[src/hdl/mopwm_defines.svh]
`ifndef MOPWM_DEFINES_SVH
`define MOPWM_DEFINES_SVH

// Register word addresses on the plain register port
`define MOPWM_ADDR_CTRL      5'h00
`define MOPWM_ADDR_COUNT     5'h01
`define MOPWM_ADDR_PRESCALE  5'h02
`define MOPWM_ADDR_PRECNT    5'h03
`define MOPWM_ADDR_MATCH_CTL 5'h04
`define MOPWM_ADDR_PWM_CTL   5'h05
`define MOPWM_ADDR_RELEASE   5'h06
`define MOPWM_ADDR_IRQ_STAT  5'h07
`define MOPWM_ADDR_IRQ_MASK  5'h08
`define MOPWM_ADDR_CAP_CTL   5'h09
`define MOPWM_ADDR_MATCH0    5'h10

// Control register fields
`define MOPWM_CTRL_EN        0
`define MOPWM_CTRL_RST       1
`define MOPWM_CTRL_PWM       2
`define MOPWM_CTRL_W         3

// Match control: three bits per match register
`define MOPWM_MC_INT         0
`define MOPWM_MC_RST         1
`define MOPWM_MC_STOP        2
`define MOPWM_MC_W           21

// Capture input control: mode 2 bits, input select 1 bit
`define MOPWM_CAP_W          3

`define MOPWM_NUM_MATCH      7
`define MOPWM_NUM_OUT        6
`define MOPWM_ZERO32         32'h0000_0000
`define MOPWM_ONE32          32'h0000_0001

`endif

[src/hdl/mopwm_pkg.sv]
package mopwm_pkg;
    typedef logic [31:0] mopwm_word_t;
    typedef logic [4:0] mopwm_addr_t;
    typedef enum logic [1:0] {
        MOPWM_SRC_TIMER = 2'b00,
        MOPWM_SRC_RISE = 2'b01,
        MOPWM_SRC_FALL = 2'b10,
        MOPWM_SRC_BOTH = 2'b11
    } mopwm_src_t;
endpackage

[src/hdl/mopwm_match_if.sv]
`timescale 1ns/10ps
interface mopwm_match_if;
    logic [31:0] count;
    logic [31:0] active [7];
    logic [6:0] hit;
    modport core (output count, output active, input hit);
    modport cmp (input count, input active, output hit);
endinterface

[src/hdl/mopwm_match_cmp.sv]
`timescale 1ns/10ps
module mopwm_match_cmp (
    mopwm_match_if.cmp bus
);
    genvar g;
    generate
        for (g = 0; g < 7; g++) begin : g_cmp
            assign bus.hit[g] = (bus.count == bus.active[g]);
        end
    endgenerate
endmodule

[src/hdl/mopwm_timer.sv]
// Design decisions made here: the register offsets and the address-and-strobe port.
`timescale 1ns/10ps
`include "mopwm_defines.svh"

// Contract
// - Period match register match clears the shared counter to zero.
// - Single-edge outputs rise at period match unless held constantly low.
// - One further match register places a single-edge output's falling edge.
// - Each added single-edge output uses one own match register.
// - Double-edge output uses two match registers for rise and fall; here output 1 never rises in double-edge mode.
// - Each added double-edge output uses two more match registers.
// - Seven match registers; six single-edge, three double-edge, or a mix.
// - Per match: continue, stop or reset counter, optional interrupt.
// - Period and width programmable in whole counter ticks, common rate.
// - In PWM mode, new match values act only after software releases them; without PWM mode they act at once.
// - Counter advances on clock or on chosen capture input edges.
// - Without PWM mode it is a plain 32-bit timer with prescaler.
module mopwm_timer (
    // Clock and reset
    input wire logic clock_i,
    input wire logic arst_n_i,
    // Register port
    input wire mopwm_pkg::mopwm_addr_t addr_i,
    input wire mopwm_pkg::mopwm_word_t wdata_i,
    input wire logic wr_i,
    input wire logic rd_i,
    output mopwm_pkg::mopwm_word_t rdata_o,
    // Pins
    input wire logic [1:0] cap_i,
    output logic [6:1] pwm_o,
    output logic irq_o
);
    import mopwm_pkg::*;

    logic rst_meta;
    logic rst_n;
    always_ff @(posedge clock_i or negedge arst_n_i) begin
        if (!arst_n_i) begin
            rst_meta <= 1'b0;
            rst_n <= 1'b0;
        end else begin
            rst_meta <= 1'b1;
            rst_n <= rst_meta;
        end
    end

    // Capture pins pass two flops before use
    logic [1:0] cap_m, cap_s, cap_d;
    always_ff @(posedge clock_i or negedge rst_n) begin
        if (!rst_n) begin
            cap_m <= 2'h0;
            cap_s <= 2'h0;
            cap_d <= 2'h0;
        end else begin
            cap_m <= cap_i;
            cap_s <= cap_m;
            cap_d <= cap_s;
        end
    end

    mopwm_match_if mif ();
    mopwm_match_cmp u_cmp (.bus(mif));

    logic [`MOPWM_CTRL_W-1:0] ctrl, next_ctrl;
    mopwm_word_t count, next_count;
    mopwm_word_t prescale, next_prescale;
    mopwm_word_t precnt, next_precnt;
    logic [`MOPWM_MC_W-1:0] mctl, next_mctl;
    logic [13:0] pctl, next_pctl;
    logic [6:0] rel, next_rel;
    logic [6:0] stat, next_stat;
    logic [6:0] mask, next_mask;
    logic [`MOPWM_CAP_W-1:0] capc, next_capc;
    mopwm_word_t shadow [7];
    mopwm_word_t next_shadow [7];
    mopwm_word_t active [7];
    mopwm_word_t next_active [7];
    logic [6:1] pwm, next_pwm;
    mopwm_word_t rdata, next_rdata;
    logic irq, next_irq;

    // Decode used by write and read paths
    function automatic logic is_match(input mopwm_addr_t a);
        return a >= `MOPWM_ADDR_MATCH0 &&
               a < `MOPWM_ADDR_MATCH0 + 5'(`MOPWM_NUM_MATCH);
    endfunction

    assign mif.count = count;
    generate
        for (genvar i = 0; i < 7; i++) begin : g_act
            assign mif.active[i] = ctrl[`MOPWM_CTRL_PWM] ? active[i]
                                                         : shadow[i];
        end
    endgenerate

    logic tick;
    logic cap_edge;
    logic cap_sel;
    logic [6:0] hit;
    logic any_rst, any_stop, period_hit;
    mopwm_src_t src;

    always_comb begin
        src = mopwm_src_t'(capc[1:0]);
        cap_sel = capc[2];
        case (src)
            MOPWM_SRC_RISE: cap_edge = cap_s[cap_sel] & ~cap_d[cap_sel];
            MOPWM_SRC_FALL: cap_edge = ~cap_s[cap_sel] & cap_d[cap_sel];
            MOPWM_SRC_BOTH: cap_edge = cap_s[cap_sel] ^ cap_d[cap_sel];
            default: cap_edge = 1'b1;
        endcase
        tick = ctrl[`MOPWM_CTRL_EN] & ~ctrl[`MOPWM_CTRL_RST] & cap_edge;
    end

    always_comb begin
        // Matches only count on the cycle the prescaler wraps
        hit = mif.hit & {7{tick && precnt == prescale}};
        any_rst = 1'b0;
        any_stop = 1'b0;
        for (int m = 0; m < 7; m++) begin
            any_rst = any_rst | (hit[m] & mctl[3*m+`MOPWM_MC_RST]);
            any_stop = any_stop | (hit[m] & mctl[3*m+`MOPWM_MC_STOP]);
        end
        period_hit = hit[0] & ctrl[`MOPWM_CTRL_PWM];

        next_ctrl = ctrl;
        next_prescale = prescale;
        next_mctl = mctl;
        next_pctl = pctl;
        next_rel = rel;
        next_mask = mask;
        next_capc = capc;
        next_shadow = shadow;
        next_active = active;
        next_count = count;
        next_precnt = precnt;
        next_pwm = pwm;
        next_rdata = `MOPWM_ZERO32;

        if (ctrl[`MOPWM_CTRL_RST]) begin
            next_count = `MOPWM_ZERO32;
            next_precnt = `MOPWM_ZERO32;
        end else if (tick) begin
            if (precnt == prescale) begin
                next_precnt = `MOPWM_ZERO32;
                if (period_hit || any_rst)
                    next_count = `MOPWM_ZERO32;
                else if (any_stop)
                    // A stop match freezes the count on the matched value
                    next_count = count;
                else
                    next_count = count + `MOPWM_ONE32;
            end else begin
                next_precnt = precnt + `MOPWM_ONE32;
            end
        end
        if (any_stop)
            next_ctrl[`MOPWM_CTRL_EN] = 1'b0;

        // Released shadows go live at the cycle boundary in PWM mode, and at once without PWM mode
        if (period_hit || !ctrl[`MOPWM_CTRL_PWM]) begin
            for (int m = 0; m < 7; m++)
                if (rel[m]) begin
                    next_active[m] = shadow[m];
                    next_rel[m] = 1'b0;
                end
        end

        // Output n: single edge uses match n; double uses n-1 and n, except output 1, which never rises in double mode
        for (int n = 1; n < 7; n++) begin
            if (!ctrl[`MOPWM_CTRL_PWM] || !pctl[n+7]) begin
                next_pwm[n] = 1'b0;
            end else if (pctl[n]) begin
                if (hit[n])
                    next_pwm[n] = 1'b0;
                else if (hit[n-1] && n > 1)
                    next_pwm[n] = 1'b1;
            end else begin
                if (hit[n])
                    next_pwm[n] = 1'b0;
                else if (period_hit)
                    next_pwm[n] = 1'b1;
            end
        end

        if (wr_i) begin
            case (addr_i)
                `MOPWM_ADDR_CTRL: next_ctrl = wdata_i[`MOPWM_CTRL_W-1:0];
                `MOPWM_ADDR_COUNT: next_count = wdata_i;
                `MOPWM_ADDR_PRESCALE: next_prescale = wdata_i;
                `MOPWM_ADDR_PRECNT: next_precnt = wdata_i;
                `MOPWM_ADDR_MATCH_CTL: next_mctl = wdata_i[`MOPWM_MC_W-1:0];
                `MOPWM_ADDR_PWM_CTL: next_pctl = wdata_i[13:0];
                `MOPWM_ADDR_RELEASE: next_rel = rel | wdata_i[6:0];
                `MOPWM_ADDR_IRQ_MASK: next_mask = wdata_i[6:0];
                `MOPWM_ADDR_CAP_CTL: next_capc = wdata_i[`MOPWM_CAP_W-1:0];
                default: begin
                    if (is_match(addr_i))
                        next_shadow[3'(addr_i - `MOPWM_ADDR_MATCH0)] =
                            wdata_i;
                end
            endcase
        end

        if (rd_i) begin
            case (addr_i)
                `MOPWM_ADDR_CTRL: next_rdata = 32'(ctrl);
                `MOPWM_ADDR_COUNT: next_rdata = count;
                `MOPWM_ADDR_PRESCALE: next_rdata = prescale;
                `MOPWM_ADDR_PRECNT: next_rdata = precnt;
                `MOPWM_ADDR_MATCH_CTL: next_rdata = 32'(mctl);
                `MOPWM_ADDR_PWM_CTL: next_rdata = 32'(pctl);
                `MOPWM_ADDR_RELEASE: next_rdata = 32'(rel);
                `MOPWM_ADDR_IRQ_STAT: next_rdata = 32'(stat);
                `MOPWM_ADDR_IRQ_MASK: next_rdata = 32'(mask);
                `MOPWM_ADDR_CAP_CTL: next_rdata = 32'(capc);
                default: begin
                    if (is_match(addr_i))
                        next_rdata = shadow[3'(addr_i - `MOPWM_ADDR_MATCH0)];
                end
            endcase
        end

        // Read clears status, but a new match in the same cycle survives
        next_stat = stat;
        if (rd_i && addr_i == `MOPWM_ADDR_IRQ_STAT)
            next_stat = 7'h00;
        for (int m = 0; m < 7; m++)
            if (hit[m] && mctl[3*m+`MOPWM_MC_INT])
                next_stat[m] = 1'b1;
        next_irq = |(next_stat & mask);
    end

    always_ff @(posedge clock_i or negedge rst_n) begin
        if (!rst_n) begin
            ctrl <= '0;
            count <= `MOPWM_ZERO32;
            prescale <= `MOPWM_ZERO32;
            precnt <= `MOPWM_ZERO32;
            mctl <= '0;
            pctl <= 14'h0000;
            rel <= 7'h00;
            stat <= 7'h00;
            mask <= 7'h00;
            capc <= '0;
            shadow <= '{default: `MOPWM_ZERO32};
            active <= '{default: `MOPWM_ZERO32};
            pwm <= 6'h00;
            rdata <= `MOPWM_ZERO32;
            irq <= 1'b0;
        end else begin
            ctrl <= next_ctrl;
            count <= next_count;
            prescale <= next_prescale;
            precnt <= next_precnt;
            mctl <= next_mctl;
            pctl <= next_pctl;
            rel <= next_rel;
            stat <= next_stat;
            mask <= next_mask;
            capc <= next_capc;
            shadow <= next_shadow;
            active <= next_active;
            pwm <= next_pwm;
            rdata <= next_rdata;
            irq <= next_irq;
        end
    end

    assign rdata_o = rdata;
    assign pwm_o = pwm;
    assign irq_o = irq;
endmodule

[config.mk]
export PLATFORM = sky130hd
export DESIGN_NAME = mopwm_timer
export DESIGN_NICKNAME = d
export VERILOG_FILES = /design/src/hdl/mopwm_pkg.sv /design/src/hdl/mopwm_match_if.sv /design/src/hdl/mopwm_match_cmp.sv /design/src/hdl/mopwm_timer.sv
export VERILOG_INCLUDE_DIRS = /design/src /design/src/hdl
export SDC_FILE = /design/constraint.sdc
export NUM_CORES = 1
export LEC_CHECK = 0
export BUFFER_PORTS_ARGS = -buffer_cell sky130_fd_sc_hd__buf_2
export CAP_MARGIN = 20
export CORE_MARGIN = 3
export CORE_UTILIZATION = 44
export CTS_CLUSTER_SIZE = 24
export DETAILED_ROUTE_END_ITERATION = 8
export GPL_TIMING_DRIVEN = 0
export HOLD_SLACK_MARGIN = 0.15
export SLEW_MARGIN = 0
export SYNTH_ARGS = -nofsm -noshare
export SYNTH_HDL_FRONTEND = slang
export SYNTH_SLANG_ARGS = --single-unit
[constraint.sdc]
create_clock -name clock_i -period 17.9 [get_ports clock_i]
set_clock_uncertainty 0.05 [all_clocks]
set_input_delay 3.58 -clock clock_i [delete_from_list [all_inputs] [get_ports clock_i]]
set_output_delay 3.58 -clock clock_i [all_outputs]
set_load 0.1 [all_outputs]
; Yosys cells after proc, flatten, opt, wreduce, memory -nomap -nowiden
; Index checks and enable logic that the tools add are counted.
; Widths: inputs -> output; s select.
[totals]
elab_cells = 244
output_inout_bits = 39
ff_bits = 653
inputBits = 43
[op_classes]
reduce_logical = 55
n_eq_ne = 26
n_bitwise = 40
add_sub_neg = 3
n_lt_le_gt_ge = 5
n_mux = 77
[ops]
columns = op, n
row1 = $mux 32, 24
row2 = $pmux 32 s10, 1
row3 = $eq 32x32->1, 8
row4 = $bwmux 224, 1
row5 = $bmux 32 s3, 1
row6 = $demux 32 s3, 1
row7 = $add 32x1->32 const B, 2
row8 = $mux 1, 44
row9 = $reduce_and 2->1, 19
row10 = $mux 7, 4
row11 = $eq 5x3->1 const B, 4
row12 = $ne 4x1->1 const B, 5
row13 = $reduce_bool 4->1, 5
row14 = $and 1x1->1, 19
row15 = $and 7x7->7, 2
row16 = $or 1x1->1, 12
row17 = $logic_and 1x1->1, 11
row18 = $eq 5x2->1 const B, 2
row19 = $eq 5x4->1 const B, 2
row20 = $reduce_or 9->1, 1
row21 = $logic_or 1x1->1, 8
row22 = $logic_not 1->1, 7
row23 = $or 7x7->7, 1
row24 = $reduce_or 7->1, 1
row25 = 17 further kinds, 21

; Longest topological paths before layout
[logic_depth]
depth_word = 22
mapped_depth = 16

; Modules after synthesis
; Synthesis repeated with hierarchy kept, for this count alone.
[unflattened]
cells_unflattened = 2829
hier_area_um2 = 34270.4
[modules_own_cells]
columns = module, instances, cells_per_inst, seq_area_each_um2, area_per_inst_um2
row1 = mopwm_timer, 1, 2496, 16340.7, 31590.3
row2 = mopwm_match_cmp, 1, 333, 0.0, 2680.1

; Worst setup path before layout
; No wires, ideal clock.
[synth_path]
path_kind = input to register
from = input addr_i[0]
to = register rdata[11], in the netlist rdata_o[11]
setup_slack_ns = 11.872
arrival_time_ns = 5.842
cell_stages = 8
cell_sequence = clkbuf_1 -> buf_1 -> buf_1 -> clkbuf_1 -> clkbuf_1 -> o211ai_1 -> o211ai_1 -> a21oi_1
[synth_via]
elab_chain_len = 8
elab_cells_between_ends = 21
cone_classes = 1 x add/sub / 2 x order compare / 9 x eq/ne / 6 x mux / 1 x bitwise / 2 x reduce/logical
[synth_lines]
columns = item, line_no
row1 = from (decl), mopwm_timer.sv:23  ; input wire mopwm_pkg::mopwm_addr_t addr_i,
row2 = $sub 3x1->3 (no source line), --
row3 = $not 3->4, mopwm_timer.sv:219  ; next_rdata = shadow[3'(addr_i - `MOPWM_ADDR_MATCH0)];
row4 = $bmux 32 s3, mopwm_timer.sv:219
row5 = $mux 32 (2 in a row), mopwm_timer.sv:219
row6 = $mux 32, mopwm_timer.sv:218  ; if (is_match(addr_i))
row7 = $pmux 32 s10 *, mopwm_timer.sv:206  ; case (addr_i)
row8 = $mux 32 *, mopwm_timer.sv:205  ; if (rd_i) begin
row9 = via next_rdata[11], mopwm_timer.sv:79  ; mopwm_word_t rdata, next_rdata;
row10 = to (signal assigned), mopwm_timer.sv:249  ; rdata <= `MOPWM_ZERO32;
row11 = to (signal assigned), mopwm_timer.sv:265  ; rdata <= next_rdata;
row12 = to (decl), mopwm_timer.sv:79
; Mark *: on every way through the listed nets, which the timed path passes. The rest lies on a longest branch. The select of a mux whose other input is x is not followed.
; A chain may end at the register's enable or synchronous reset.

; Final worst setup path
[layout_path]
from = input addr_i[0]
to = register rdata[14], in the netlist rdata_o[14]
; The elaborated chain is that of the path after synthesis.

==> results by group <==
Critical path
  – Arrival @ worst endpoint: 8.13 ns
  – R2r setup slk: 11.70 ns
  – CP startpoint: addr_i[0]
  – Critical R2R Launch: count[6]$_DFF_PN0_
  – CP required: 18.29 ns
  – Crit path capture type: flop
  – CP max FO: 10
  – Critical Path Start Type: primary input
  – Kind of critical path: primary input to flop

Floorplanning
  – Die X: around 280 um
  – Die area: 0.0798 mm^2
  – Row cnt: 100
  – Core Area: 0.0751 mm^2
  – Die height: approximately 280 um
  – IO Count: 82
  – Starting Density: 44.8%

GRT
  – Global-route wire length before repair: 192000 um
  – Grt ovf: 0
  – Largest net degree at the start of global routing: 73
  – Antenna violations before repair: 2
  – Vias in the first global route: 24800
  – Gr usage total: between 30% and 40%

Run
  – Max Cap Viol: 0

Synth
  – EDFF count, synth: 0
  – Gate Count Post-Synth: 2779
  – Post-Syn Nets: 2826
  – Post-synth top area share: 48.6%
  – Asr flop ratio synth: 100%
  – Synth Flop Type: dfrtp_1
  – Avg Inst Size Synth: 12.1 um^2
  – Synth unique cells: 54
  – Post-synth top area cell: dfrtp_1
  – Synth warn: 0
  – Top cells by area, synth: dfrtp_1, mux2_2, mux2i_1, xnor2_1, mux4_2
  – Mapped Area: 0.0336 mm^2
  – Yosys reg bits: roughly 650
  – Sequential share of the synthesized area: 48.6%

Placed design
  – Placer congestion estimate: 1.01
  – # port buffers: 68
  – DPL Wire Length: 104000 um

STA
  – Final Max Slew Viols: 0
  – Final worst-path cycle share: 43.3%
  – Period minus WS final: about 7.7 ns
  – Number of setup violations in the final report: 0
  – RSZ-0062 raised after global routing: no
  – Max frequency: 129 MHz
  – Worst Tran Pin Value: 1.28 ns
  – Final Hold Viols: 0
  – Worst rel slew slack: 14.5%
  – Fin Setup TNS: 0 ns

Clocking
  – Clk sinks: 653
  – Max clock buf depth: 3
  – Gates resized, CTS repair: 0
  – Worst-path clk slew: 0.05 ns
  – Post-CTS Hold Fix Bufs: 0
  – Worst skew pair latency: 0.64 ns
  – Setup Buffers After CTS: 0
  – Number of buffers created by CTS: 75
  – # H-tree levels: 3
  – CTS tree: done
  – Clock tree root buffer cell: clkbuf_16

Power and ir drop
  – Share of power burned in registers: between 40 and 50%
  – Max VDD drop: around 76 uV
  – Pwr dens: about 120 mW/mm^2
  – Sw frac: between 30% and 40%
  – P_leak: 0.0166 uW
  – Tot Pwr: 4610 uW
  – Clock power frac: between 30% and 40%
  – NetSw: around 1600 uW
  – Combinational fraction of design power: 24.7%
  – Pint: 3050 uW

Route
  – DR vias: 25500
  – DRC: 0
  – Routed Antenna Nets: 0
  – Post-Route WL: between 100000 and 150000 um
  – DR vias/cell: 6.41
  – Starting DRT DRC Count: 3399
  – DRT Pass-1 Iters: 7
  – DR WL/cell: 34.7 um

Cells and area
  – Area Growth Syn to Fin: 13.6%
  – Share of layout cells above drive strength 1: 26.8%
  – Diode count: 0
  – Layout Nets: ~3000

Status
  – Status: finished clean

Min path
  – Hold crit path type: flop to asynchronous set/reset pin
-- synth_stat cells (all sizes together) (5+ instances only) --
cell type and instances:
dfrtp 653, mux2 533, xnor2 281, mux2i 280, nand2 162, clkbuf 124
buf 92, o21ai 86, nor4 78, nor2 74, a21oi 48, o211ai 44
nand4 36, nor3 33, mux4 29, nand3 27, xor2 26, a222oi 24
inv 24, a22o 17, and3 17, a22oi 16, a221oi 12, a211oi 7
a31oi 5, nand2b 5, nor2b 5
-- flip-flops by register name, summed over array words and instances (netlist names), 2 cells and up --
name and cells:
active 224, shadow 224, count 32, precnt 32, prescale 32, rdata_o 32
mctl 21, pctl 14, mask 7, rel 7, stat 7, pwm_o 6
capc 3, ctrl 3, cap_d 2, cap_m 2, cap_s 2
-- worst max-delay path, stage by stage --
cell and delay (ns):
buf_2 0.15, clkbuf_1 0.80, buf_1 0.40, buf_8 0.23
buf_1 0.75, clkbuf_1 0.72, clkbuf_1 0.57, o211ai_1 0.23
o211ai_1 0.39, a21oi_1 0.26
-- routing by layer --
| layer | vias to the layer above | global-route usage [%] | part of all wire (%) |
|---|---|---|---|
| li1 | 10400 | - | - |
| met1 | 13300 | 48.0 | 41 |
| met2 | 1549 | 51.0 | 43 |
| met3 | 306 | 8.52 | 10 |
| met4 | 2 | 16.6 | 5.8 |
| met5 | - | 0 | 0.0058 |
-- placed cells by master, fill, tap and decap left out, drive strengths merged, types with 5 or more instances in the layout --
| master | instances |
|---|---|
| buf | 181 |
| mux4 | 29 |
| clkinv | 15 |
| dfrtp | 653 |
| nand3 | 27 |
| a21oi | 48 |
| and3 | 17 |
| clkbuf | 240 |
| a221oi | 12 |
| nand2 | 162 |
| a22oi | 16 |
| a31oi | 5 |
| inv | 27 |
| o211ai | 44 |
| nor3 | 33 |
| xor2 | 26 |
| nand4 | 36 |
| mux2i | 280 |
| nor2 | 74 |
| o21ai | 86 |
| a211oi | 7 |
| xnor2 | 281 |
| a22o | 17 |
| mux2 | 533 |
| a222oi | 24 |
| nor2b | 5 |
| nand2b | 5 |
| nor4 | 78 |
-- power by group through the flow --
| stage | Clock (uW) | Combinational, uW | Sequential, uW |
|---|---|---|---|
| final | 1600 | 1140 | 1880 |
| after global routing | 1670 | 1170 | 1900 |
| after CTS | 1610 | 1100 | 1870 |
| after detailed placement | 0 | 1100 | 1890 |
| after global placement | 0 | 1050 | 1910 |
| after floorplan | 0 | 670 | 1860 |
-- cells by family (layout without fill, tap and decap cells) --
group	count (synthesis)	after routing	synth area share [%]
muxes	842	842	28.1
AOI/OAI and AO/OA	278	278	5.54
DFF	653	653	48.6
and+or+nand+nor	454	454	6.54
buffers and inverters	240	469	3.07
adders and majority gates	4	4	0.149
other	1	1	0.0111
xor gates and xnor gates	307	307	7.99
-- through the flow --
step	instance area [um^2]	hold WS [ns]	setup slack [ns]	utilization (%)	cells
floorplan	33600	0.281	7.24	-	2779
global placement	35200	0.288	3.15	46.9	3816
detailed placement	35600	0.290	9.31	47.4	3834
CTS	38100	0.303	9.97	50.8	3972
global route	38200	0.311	10.11	50.9	3977
finish	38200	0.297	10.15	50.9	3977
-- final timing paths --
kind / end / cells past startpoint
max reg2reg: count[26]$_DFF_PN0_ / 11
min in group clock_i: rst_n$_DFF_PN0_ / 0
min: rdata_o[24]$_DFF_PN0_ / 0
max: rdata_o[14]$_DFF_PN0_ / 10
min reg2reg: rdata_o[24]$_DFF_PN0_ / 0
max in group asynchronous: rst_n$_DFF_PN0_ / 1
-- final cells by class --
| type | instances | area [um^2] |
|---|---|---|
| Fill cell | 6609 | 36900 |
| Tap cell | 969 | 1210 |
| Inverter | 24 | 90.1 |
| Sequential cell | 653 | 16300 |
| Clock inverter | 24 | 279 |
| Clock buffer | 114 | 2260 |
| Timing Repair Buffer | 91 | 805 |
| Buffer | 216 | 941 |
| Multi-Input combinational cell | 1886 | 16300 |
(Power assumes the default switching activity.)
